--- config.mk ---
export PLATFORM = sky130hd
export DESIGN_NAME = tls_supervisor
export DESIGN_NICKNAME = d
export VERILOG_FILES = /design/src/verilog/tls_pkg.sv /design/src/verilog/tls_limit_cmp.sv /design/src/verilog/tls_supervisor.sv
export SDC_FILE = /design/constraint.sdc
export NUM_CORES = 1
export LEC_CHECK = 0
export BUFFER_PORTS_ARGS = -buffer_cell sky130_fd_sc_hd__buf_2
export CORE_MARGIN = 1
export CORE_UTILIZATION = 54
export CTS_CLUSTER_SIZE = 14
export DETAILED_ROUTE_END_ITERATION = 8
export PLACE_DENSITY = 0.87
export SETUP_SLACK_MARGIN = 0.15
export SLEW_MARGIN = 20
export SYNTH_ARGS = -nofsm -noshare
export SYNTH_HDL_FRONTEND = slang
export SYNTH_HIERARCHICAL = 1
export SYNTH_SLANG_ARGS = --single-unit
--- constraint.sdc ---
create_clock -name clk_sys -period 8 [get_ports clk_sys]
set_input_delay 0.4 -clock clk_sys [delete_from_list [all_inputs] [get_ports clk_sys]]
set_output_delay 0.4 -clock clk_sys [all_outputs]
set_load 0.01 [all_outputs]
--- src/verilog/tls_pkg.sv ---
package tls_pkg;

  // ****************************************************************
  // Widths and setting encodings
  // ****************************************************************

  // Signed position and limit width in command units
  localparam int POS_W = 32;

  // Overtravel warning setting, top digit
  localparam logic [3:0] OTW_DIGIT_RST = 4'h0;
  localparam logic [3:0] OTW_DIGIT_ON  = 4'h1;

  // Soft limit setting, lowest digit: direction enables
  localparam logic [3:0] SLIM_EN_BOTH = 4'h0;
  localparam logic [3:0] SLIM_EN_FWD  = 4'h1;
  localparam logic [3:0] SLIM_EN_REV  = 4'h2;
  localparam logic [3:0] SLIM_EN_NONE = 4'h3;

  // Soft limit setting, target check digit
  localparam logic [3:0] SLIM_CHK_OFF = 4'h0;
  localparam logic [3:0] SLIM_CHK_ON  = 4'h1;

  // ****************************************************************
  // Limit values
  // ****************************************************************

  // Defaults 819191808 and -819191808, range +-1073741823
  localparam logic signed [POS_W-1:0] FWD_LIM_RST = 32'sh30d3e000;
  localparam logic signed [POS_W-1:0] REV_LIM_RST = 32'shcf2c2000;
  localparam logic signed [POS_W-1:0] LIM_MAX     = 32'sh3fffffff;
  localparam logic signed [POS_W-1:0] LIM_MIN     = 32'shc0000001;

  // Direction index into two-bit limit vectors
  localparam int DIR_FWD = 0;
  localparam int DIR_REV = 1;

  // ****************************************************************
  // Types
  // ****************************************************************

  typedef enum logic [2:0] {
    TLS_CMD_NONE,
    TLS_CMD_POSITIONING,
    TLS_CMD_INTERP,
    TLS_CMD_ORIGIN,
    TLS_CMD_SET_POS,
    TLS_CMD_OTHER
  } tls_cmd_kind_t;

  // One host command, valid for one cycle
  typedef struct packed {
    logic                    valid;
    tls_cmd_kind_t           kind;
    logic signed [POS_W-1:0] target;
    logic                    ref_valid;
  } tls_cmd_t;

  // Soft limit function digits
  typedef struct packed {
    logic [3:0] enable_digit;
    logic [3:0] check_digit;
  } tls_slim_cfg_t;

  // Motion direction of the command in progress
  typedef enum logic [1:0] {
    TLS_ST_IDLE,
    TLS_ST_FWD,
    TLS_ST_REV
  } tls_motion_t;

endpackage : tls_pkg

--- src/verilog/tls_limit_cmp.sv ---
`timescale 1ns/1ps
module tls_limit_cmp #(
  parameter int W = 32
) (
  input  wire logic signed [W-1:0] pos,
  input  wire logic signed [W-1:0] fwd_lim,
  input  wire logic signed [W-1:0] rev_lim,
  input  wire logic [1:0]          dir_en,
  input  wire logic                armed,
  output logic [1:0]               over
);

  // ****************************************************************
  // Per-direction compare
  // ****************************************************************

  // Index 0 is forward, index 1 reverse
  for (genvar i = 0; i < 2; i++) begin : g_dir
    logic beyond;
    assign beyond = (i == 0) ? (pos > fwd_lim) : (pos < rev_lim);
    assign over[i] = armed & dir_en[i] & beyond;
  end

endmodule : tls_limit_cmp

--- src/verilog/tls_supervisor.sv ---
// How it works
// - Warning enable digit 1 detects, 0 does not; sampled once after reset and at restart.
// - Warning is status only; it never drives any stop.
// - Commands are accepted and executed even while a warning is pending.
// - An active travel block input requests overtravel stop processing.
// - Passing an enabled soft limit requests the same overtravel stop.
// - Soft limits arm after origin return or set-position with valid flag.
// - Enable digit: 0 both, 1 forward, 2 reverse, 3 none; immediate.
// - Check digit 1 checks commanded targets against limits; 0 does not.
// - Target beyond a limit is replaced by the limit, decelerating there.
// - Limits are signed, saturated to +-1073741823, applied immediately.
// - Warning raised only with servo on, in command direction or idle.
// - Only clear alarm clears; reappears only after overtravel recurs.
// - A soft limit becoming the overtravel cause also raises the warning.
`timescale 1ns/1ps
module tls_supervisor
  import tls_pkg::*;
#(
  parameter int W = tls_pkg::POS_W
) (
  input  wire logic                  clk_sys,
  input  wire logic                  arst_n,
  input  wire logic                  clk_en,
  input  wire logic                  restart,
  input  wire logic [3:0]            overtravel_warning_setting,
  input  wire tls_pkg::tls_slim_cfg_t soft_limit_function_setting,
  input  wire logic signed [W-1:0]   forward_soft_limit_value,
  input  wire logic signed [W-1:0]   reverse_soft_limit_value,
  input  wire logic                  forward_travel_block_input,
  input  wire logic                  reverse_travel_block_input,
  input  wire logic signed [W-1:0]   feedback_position,
  input  wire logic                  servo_power_on_cmd,
  input  wire tls_pkg::tls_cmd_t     host_cmd,
  input  wire logic                  origin_return_done,
  input  wire logic                  motion_done,
  input  wire logic                  clear_alarm_cmd,
  output logic                       overtravel_warning_code,
  output logic                       ot_stop_fwd,
  output logic                       ot_stop_rev,
  output logic                       soft_limit_armed,
  output logic                       exec_valid,
  output tls_pkg::tls_cmd_kind_t     exec_kind,
  output logic signed [W-1:0]        exec_target,
  output logic                       target_clamped
);

  import tls_pkg::*;

  // ****************************************************************
  // Settings
  // ****************************************************************

  logic                boot_q;
  logic                warn_en_q;
  logic                warn_en_d;
  tls_slim_cfg_t       slim_q;
  logic signed [W-1:0] fwd_lim_q;
  logic signed [W-1:0] fwd_lim_d;
  logic signed [W-1:0] rev_lim_q;
  logic signed [W-1:0] rev_lim_d;
  logic [1:0]          dir_en;
  logic                chk_on;

  // Warning enable latched once after reset and on restart only
  always_comb begin
    fwd_lim_d = forward_soft_limit_value;
    rev_lim_d = reverse_soft_limit_value;
    if (fwd_lim_d > LIM_MAX) begin
      fwd_lim_d = LIM_MAX;
    end else if (fwd_lim_d < LIM_MIN) begin
      fwd_lim_d = LIM_MIN;
    end
    if (rev_lim_d > LIM_MAX) begin
      rev_lim_d = LIM_MAX;
    end else if (rev_lim_d < LIM_MIN) begin
      rev_lim_d = LIM_MIN;
    end
    warn_en_d = warn_en_q;
    if (!boot_q || restart) begin
      warn_en_d = (overtravel_warning_setting == OTW_DIGIT_ON);
    end
  end

  // Settings register; limit changes land one cycle later
  always_ff @(posedge clk_sys or negedge arst_n) begin
    if (!arst_n) begin
      boot_q    <= 1'b0;
      warn_en_q <= 1'b0;
      slim_q    <= '{enable_digit: SLIM_EN_NONE, check_digit: SLIM_CHK_OFF};
      fwd_lim_q <= FWD_LIM_RST;
      rev_lim_q <= REV_LIM_RST;
    end else if (clk_en) begin
      boot_q    <= 1'b1;
      warn_en_q <= warn_en_d;
      slim_q    <= soft_limit_function_setting;
      fwd_lim_q <= fwd_lim_d;
      rev_lim_q <= rev_lim_d;
    end
  end

  assign dir_en[DIR_FWD] = (slim_q.enable_digit == SLIM_EN_BOTH) ||
                           (slim_q.enable_digit == SLIM_EN_FWD);
  assign dir_en[DIR_REV] = (slim_q.enable_digit == SLIM_EN_BOTH) ||
                           (slim_q.enable_digit == SLIM_EN_REV);
  assign chk_on = (slim_q.check_digit == SLIM_CHK_ON);

  // ****************************************************************
  // Limit compares
  // ****************************************************************

  logic       armed_q;
  logic       armed_d;
  logic [1:0] pos_over;
  logic [1:0] tgt_over;

  // Feedback position against live limits
  tls_limit_cmp #(.W(W)) u_pos_cmp (
    .pos     (feedback_position),
    .fwd_lim (fwd_lim_q),
    .rev_lim (rev_lim_q),
    .dir_en  (dir_en),
    .armed   (armed_q),
    .over    (pos_over)
  );

  // Commanded target, only when the check digit asks
  tls_limit_cmp #(.W(W)) u_tgt_cmp (
    .pos     (host_cmd.target),
    .fwd_lim (fwd_lim_q),
    .rev_lim (rev_lim_q),
    .dir_en  (dir_en & {2{chk_on}}),
    .armed   (armed_q),
    .over    (tgt_over)
  );

  // Arming follows the reference point validity
  always_comb begin
    armed_d = armed_q;
    // arm on homing or valid set
    if (origin_return_done) begin
      armed_d = 1'b1;
    end else if (host_cmd.valid && host_cmd.kind == TLS_CMD_SET_POS) begin
      armed_d = host_cmd.ref_valid;
    end
  end

  // ****************************************************************
  // Command acceptance and motion direction
  // ****************************************************************

  tls_motion_t         st_q;
  tls_motion_t         st_d;
  logic                exec_valid_d;
  tls_cmd_kind_t       exec_kind_d;
  logic signed [W-1:0] exec_target_d;
  logic                target_clamped_d;
  logic                is_move;

  assign is_move = host_cmd.valid && (host_cmd.kind == TLS_CMD_POSITIONING ||
                                      host_cmd.kind == TLS_CMD_INTERP);

  // Every command passes; the warning is never consulted here
  always_comb begin
    exec_valid_d     = host_cmd.valid;
    exec_kind_d      = host_cmd.valid ? host_cmd.kind : TLS_CMD_NONE;
    exec_target_d    = host_cmd.target;
    target_clamped_d = 1'b0;
    if (is_move && tgt_over[DIR_FWD]) begin
      exec_target_d    = fwd_lim_q;
      target_clamped_d = 1'b1;
    end else if (is_move && tgt_over[DIR_REV]) begin
      exec_target_d    = rev_lim_q;
      target_clamped_d = 1'b1;
    end
    st_d = st_q;
    case (st_q)
      TLS_ST_IDLE, TLS_ST_FWD, TLS_ST_REV: begin
        if (is_move) begin
          if (exec_target_d > feedback_position) begin
            st_d = TLS_ST_FWD;
          end else if (exec_target_d < feedback_position) begin
            st_d = TLS_ST_REV;
          end else begin
            st_d = TLS_ST_IDLE;
          end
        end else if (motion_done) begin
          st_d = TLS_ST_IDLE;
        end
      end
      default: begin
        st_d = TLS_ST_IDLE;
      end
    endcase
  end

  // ****************************************************************
  // Overtravel stop and warning
  // ****************************************************************

  logic [1:0] cause;
  logic [1:0] cause_q;
  logic [1:0] rise;
  logic [1:0] relevant;
  logic       warn_set;
  logic       warn_d;
  logic       stop_fwd_d;
  logic       stop_rev_d;

  assign cause[DIR_FWD] = forward_travel_block_input | pos_over[DIR_FWD];
  assign cause[DIR_REV] = reverse_travel_block_input | pos_over[DIR_REV];
  assign stop_fwd_d = cause[DIR_FWD];
  assign stop_rev_d = cause[DIR_REV];

  // Edge of the cause, so held overtravel never re-raises after a clear
  assign rise = cause & ~cause_q;
  assign relevant[DIR_FWD] = (st_q != TLS_ST_REV);
  assign relevant[DIR_REV] = (st_q != TLS_ST_FWD);

  // Set wins over a clear arriving in the same cycle
  always_comb begin
    warn_set = warn_en_q && servo_power_on_cmd && |(rise & relevant);
    warn_d = warn_set || (overtravel_warning_code && !clear_alarm_cmd);
  end

  // ****************************************************************
  // State registers
  // ****************************************************************

  always_ff @(posedge clk_sys or negedge arst_n) begin
    if (!arst_n) begin
      armed_q                 <= 1'b0;
      st_q                    <= TLS_ST_IDLE;
      cause_q                 <= 2'h0;
      overtravel_warning_code <= 1'b0;
      ot_stop_fwd             <= 1'b0;
      ot_stop_rev             <= 1'b0;
      exec_valid              <= 1'b0;
      exec_kind               <= TLS_CMD_NONE;
      exec_target             <= '0;
      target_clamped          <= 1'b0;
    end else if (clk_en) begin
      armed_q                 <= armed_d;
      st_q                    <= st_d;
      cause_q                 <= cause;
      overtravel_warning_code <= warn_d;
      ot_stop_fwd             <= stop_fwd_d;
      ot_stop_rev             <= stop_rev_d;
      exec_valid              <= exec_valid_d;
      exec_kind               <= exec_kind_d;
      exec_target             <= exec_target_d;
      target_clamped          <= target_clamped_d;
    end
  end

  assign soft_limit_armed = armed_q;
endmodule : tls_supervisor
* After elaboration in Yosys (flattened, before gate mapping) *
Cells that the tools add are included.

word-level totals
  bits in registers = 119
  logic and storage cells = 90

cells by class
  $lt $le $gt $ge = 10
  eq/ne operators = 12
  multiplexer cells = 16
  bitwise gates (word level) = 14
  reductions and logical operators = 22

operators with widths
  kind                                                                                count
  32-bit 2-to-1 mux                                                                   6
  32-bit greater-than comparator                                                      3
  32-bit < comparator                                                                 3
  32-bit by 31-bit greater-than comparator with 1-bit output (second input constant)  2
  32-bit by 31-bit < comparator with 1-bit output (second input constant)             2
  4-bit by 1-bit == test with 1-bit output (second input constant)                    3
  2-bit 2-to-1 mux                                                                    5
  1-bit AND                                                                           8
  1-bit logical AND                                                                   7
  2-bit AND                                                                           3
  2-bit AND reduction                                                                 3
  1-bit logical OR                                                                    5
  4-bit by 2-bit == test with 1-bit output (second input constant)                    1
  4-bit logical NOT                                                                   1
  1-bit 2-to-1 mux                                                                    4
  3-bit by 1-bit == test with 1-bit output (second input constant)                    1
  3-bit by 2-bit == test with 1-bit output (second input constant)                    1
  3-bit == test (second input constant)                                               1
  3-bit 2-to-1 mux                                                                    1
  3-bit inequality test (second input constant)                                       1
  3-bit OR reduction                                                                  1
  2-bit by 1-bit == test with 1-bit output (second input constant)                    1
  2-bit == test (second input constant)                                               1
  1-bit logical NOT                                                                   2
  other kinds (7)                                                                     8

* Longest topological paths before layout *
  word-level depth = 13
  gate-level depth with buffers = 20

* Modules after synthesis *
Netlist, hierarchy kept.

modules (own cells, without submodules)
  module          instances  cells an instance  area an instance (um^2)  sequential area each (um^2)
  tls_supervisor  1          624                6490.0                   2955.3
  tls_limit_cmp   2          226                1621.6                   0.0

* Worst setup path before layout *
OpenSTA, ideal clock, no wires.

  path type = register -> register
  start point = register fwd_lim_q[14]
  end point = register st_q[1]
  library setup time = 0.087 ns
  arrival = 3.984 ns
  data required time = 7.913 ns
  path slack = 3.929 ns
  cell stages (with the launch flop) = 21
  cells stage by stage = dfstp_2 -> inv_1 -> ha_1 -> nand4_2 -> or4_4 -> a21oi_2 -> nor3_1 -> o221ai_2 -> xor2_1 -> nor2_1 -> nand3_1 -> buf_2 -> buf_2 -> nor2_1 -> a21oi_1 -> ha_1 -> nand4_1 -> nor3_1 -> a211o_1 -> or4_1 -> o211ai_1

between the ends
  longest elaborated chain between the ends = 9

RTL lines
  item                              line                   RTL
  start: declaration                tls_supervisor.sv:57   logic signed [W-1:0] fwd_lim_q;
  start signal: assignment          tls_supervisor.sv:96   fwd_lim_q <= fwd_lim_d;
  32-bit greater-than comparator *  -
  1-bit AND *                       tls_limit_cmp.sv:21    assign over[i] = armed & dir_en[i] & beyond;
  named net tgt_over[0]             tls_supervisor.sv:114  logic [1:0] tgt_over;
  1-bit logical AND *               tls_supervisor.sv:168  if (is_move && tgt_over[DIR_FWD]) begin
  32-bit 2-to-1 mux *               tls_supervisor.sv:168
  named net exec_target_d[31]       tls_supervisor.sv:155  logic signed [W-1:0] exec_target_d;
  32-bit < comparator               tls_supervisor.sv:181  end else if (exec_target_d < feedback_position) begin
  2-bit 2-to-1 mux                  tls_supervisor.sv:181
  2-bit 2-to-1 mux *                tls_supervisor.sv:179  if (exec_target_d > feedback_position) begin
  2-bit 2-to-1 mux *                tls_supervisor.sv:178  if (is_move) begin
  2-bit 2-to-1 mux *                tls_supervisor.sv:176  case (st_q)
  end signal: assignment            tls_supervisor.sv:243  st_q <= st_d;
  end: declaration                  tls_supervisor.sv:151  tls_motion_t st_q;

The timed path passes the listed nets; every way through them passes the cells marked *.
A chain may end at the register's enable or synchronous reset.

* Final worst setup path *
  start point = register fwd_lim_q[17]
  end point = register st_q[1]

The elaborated chain is that of the path after synthesis.

==> impl_metrics.ini <==
[hold_path]
hp-class = input port to asynchronous set/reset pin

[logic_synthesis]
syn_avg_cell_area_sq_um = 9.05
synth_largest_area_cell = dfrtp_1
async_reset_ff_frac = 1.00
synth_common_cells = inv_1 (173), ha_1 (160), dfrtp_1 (95)
synth_top_family_by_area = adder cells
synth.top_cell.area_share = 0.244
synthAdderAreaFrac = 0.206
yosysWarnings = 6
yosysUniqueCellTypes = 56
synth_edf_count = 0
ys_ff_latch = 117
syn-cell-area_sq_mm = 0.00973
synth-xor-area-share = 0.00347
synth_fp_nets = 1391
ys.flop_type = dfrtp_1
yosys-mux-area-fraction = 0.0812
synth.most_common_cell = inv_1
ys_seq_area_frac = 0.304
synth-simple-area-share = 0.152
synth_compound_area_frac = 0.170
synthCells = 1076
synth_area_leaders = dfrtp_1 (24%), ha_1 (21%), inv_1 (6.7%)

[timing]
finalSetupViolations = 0
fin_crit_sh = 0.677
hold_ws_ns = -0.00938
slew-limit-headroom = 0.287
slew_violations = 0
post-route-min-period_ns = 5.42
rsz0062_at_grt = no
clock_skew_ns = 0.00778
tightest_slew_ns = 1.07
max_freq_mhz = 185
hold_viol = 4
fin_tns_setup_ns = 0

[die]
die_area_sq_mm = 0.0186
die_y_microns = 136
die_w_microns = 136
core_area_sq_mm = 0.0175
start_util = 0.557
io_pins = 196
rows = 48

[clock_network]
cts_tree = yes
ctsHoldBuffers = 0
cts_repair_resize_count = 0
clkTransAtPathRegs_ns = 0.05
cts_root_buf = clkbuf_16
clock_latency_ns = 0.43
cts_buffers = 17
cts_sinks = 117
cts.htree.levels = 4
cts_setup_buffers = 0
cts_buffer_depth = 2

[setup_path]
cp_slowest_stage_delay_ns = 0.78
crit_type = flip-flop to flip-flop
path_max_fanout = 34
crit_required_ns = 8.34
reg2reg_depth = 18
r2r_end = st_q[1]$_DFFE_PN0P_
r2r-start = fwd_lim_q[17]$_DFFE_PN1P_
crit_arrival_ns = 5.76
crit_top_cell = a21oi_1
reg2reg_slack_ns = 2.58
critPathSlowestCell = a2111oi_0
end_kind = flip-flop
cp-start-kind = flip-flop
path_cells = inv_1 > ha_1 > a21o_1 > nand3_1 > a21oi_1 > a2111oi_0 > o221ai_2 > xor2_1 > nor2_1 > nand3_2 > buf_4 > a21oi_1 > ha_1 > a21oi_1 > o21ai_0 > a211o_1 > or4_1 > o211ai_1

[cells_and_area]
fin_nets = 1573
fill_cells = 1414
multiInputGateArea_sq_mm = 0.00599
areaGrowthSynthToFinish_pct = 17.6
antenna_cells = 0
drive_above_1_share = 0.243
seqCellArea_sq_mm = 0.00296

[detailed_routing]
routedWlPerCell_microns = 19.6
vias = 9040
ant_nets = 0
routed_wirelength_microns = 29300
first_iter_violations = 690
highest_layer = met4
wl_met3_microns = 2420
drc = 0
dr_wl_met2_microns = 13300
wl_met1_microns = 12500
first_pass_iters = 5
viasPerCell = 6.04

[pwr]
power_density_mw_per_mm2 = 178
p_leak_nw = 6.19
vdd_drop_max_mv = 0.174
power.total_mw = 2.04

[place]
dp_hpwl_microns = 22600
numPortBuffers = 195
finalWeightedCongestion = 0.980

[status]
violations = negative hold slack
status = complete, but fails checks

[global_route]
antenna_found_initial = 0
grt_overflow_total = 0
grt_pass1_vias = 8782
globalRouteTotalUtil = 0.329
grt_pass1_wl_microns = 45500
grt_max_degree = 71

[run]
drv_cap = 0
-- stage by stage --
| step | cells | util | worst slack (ns) | area (sq um) |
|---|---|---|---|---|
| final | 1496 | 0.655 | 2.58 | 11400 |
| after global routing | 1496 | 0.655 | 2.34 | 11400 |
| after floorplan | 1076 | - | 3.93 | 9730 |
| after CTS | 1496 | 0.655 | 2.68 | 11400 |
| after detailed placement | 1464 | 0.623 | 2.71 | 10900 |
| after global placement | 1464 | 0.623 | 2.76 | 10900 |
-- layout by cell type, fill, tap and decap left out, types with 4 or more instances in the layout --
cell type and instances:
mux2_2 40, nand3_1 22, a211o_1 4, a21o_1 14, o22a_1 59, clkbuf_16 17
nor3_1 10, o21ai_0 22, buf_4 6, dfrtp_1 95, nor2_1 58, nand4_2 4
a31oi_1 4, a221o_1 4, inv_1 173, nand4_1 31, mux2i_1 34, ha_1 159
clkbuf_1 4, nor2b_1 64, a221oi_1 5, dfstp_2 22, nor4_1 19, o211ai_1 6
o21a_1 4, clkinv_2 6, a21oi_1 93, nand2_1 38, buf_2 193
-- report_power, final --
part	internal [mW]	switching, mW	total, mW
registers	0.667	0.0686	0.735
logic	0.245	0.319	0.564
clock network	0.463	0.277	0.740
total	1.37	0.665	2.04
-- worst max-delay path by stage --
stage | start | endpoint | slack (ns) | cells after the start
after global routing | fwd_lim_q[17]$_DFFE_PN1P_ | st_q[1]$_DFFE_PN0P_ | 2.34 | 18
final | fwd_lim_q[17]$_DFFE_PN1P_ | st_q[1]$_DFFE_PN0P_ | 2.58 | 18
after floorplan | fwd_lim_q[14]$_DFFE_PN1P_ | st_q[1]$_DFFE_PN0P_ | 3.93 | 20
after detailed placement | fwd_lim_q[17]$_DFFE_PN1P_ | st_q[1]$_DFFE_PN0P_ | 2.71 | 18
after global placement | fwd_lim_q[17]$_DFFE_PN1P_ | st_q[1]$_DFFE_PN0P_ | 2.76 | 18
after CTS | fwd_lim_q[17]$_DFFE_PN1P_ | st_q[1]$_DFFE_PN0P_ | 2.68 | 18
-- layout make-up --
cell class / count / area share
Inverter: 173 / 0.0567
Clock inverter: 10 / 0.00929
Tap cell: 225 / 0.0246
Timing Repair Buffer: 199 / 0.0883
Clock buffer: 22 / 0.0397
Multi-Input combinational cell: 750 / 0.523
Sequential cell: 117 / 0.258
-- routing by layer --
layer  track usage  up-vias
met2         0.521      453
met4         0.162        0
met5             0        -
met1         0.431     4301
li1              -     4211
met3        0.0589       75
-- critical path, delay by kind of cell (launching register included) --
family	cells	cell delay [ns]
AOI/OAI and AO/OA	9	2.29
and+or+nand+nor	4	1.17
adders and majority gates	2	0.60
DFF	1	0.55
buffers and inverters	2	0.54
xor gates and xnor gates	1	0.18
-- flip-flops by register name, indices dropped and copies added, names as in the netlist --
name and cells:
warn_en_q 1, fwd_lim_q 32, ot_stop_rev 1, target_clamped 1, boot_q 1, exec_kind 3, soft_limit_armed 1, exec_target 32
slim_q 8, exec_valid 1, rev_lim_q 32, st_q 2, overtravel_warning_code 1, cause_q 1
-- logic make-up (layout without fill, tap and decap cells) --
group	count (synthesis)	after routing
and+or+nand+nor	270	270
AOI/OAI and AO/OA	243	243
buffers and inverters	209	404
adders and majority gates	160	160
DFF	117	117
muxes	74	74
xor gates and xnor gates	3	3
Power figures use the tool's default switching activity.
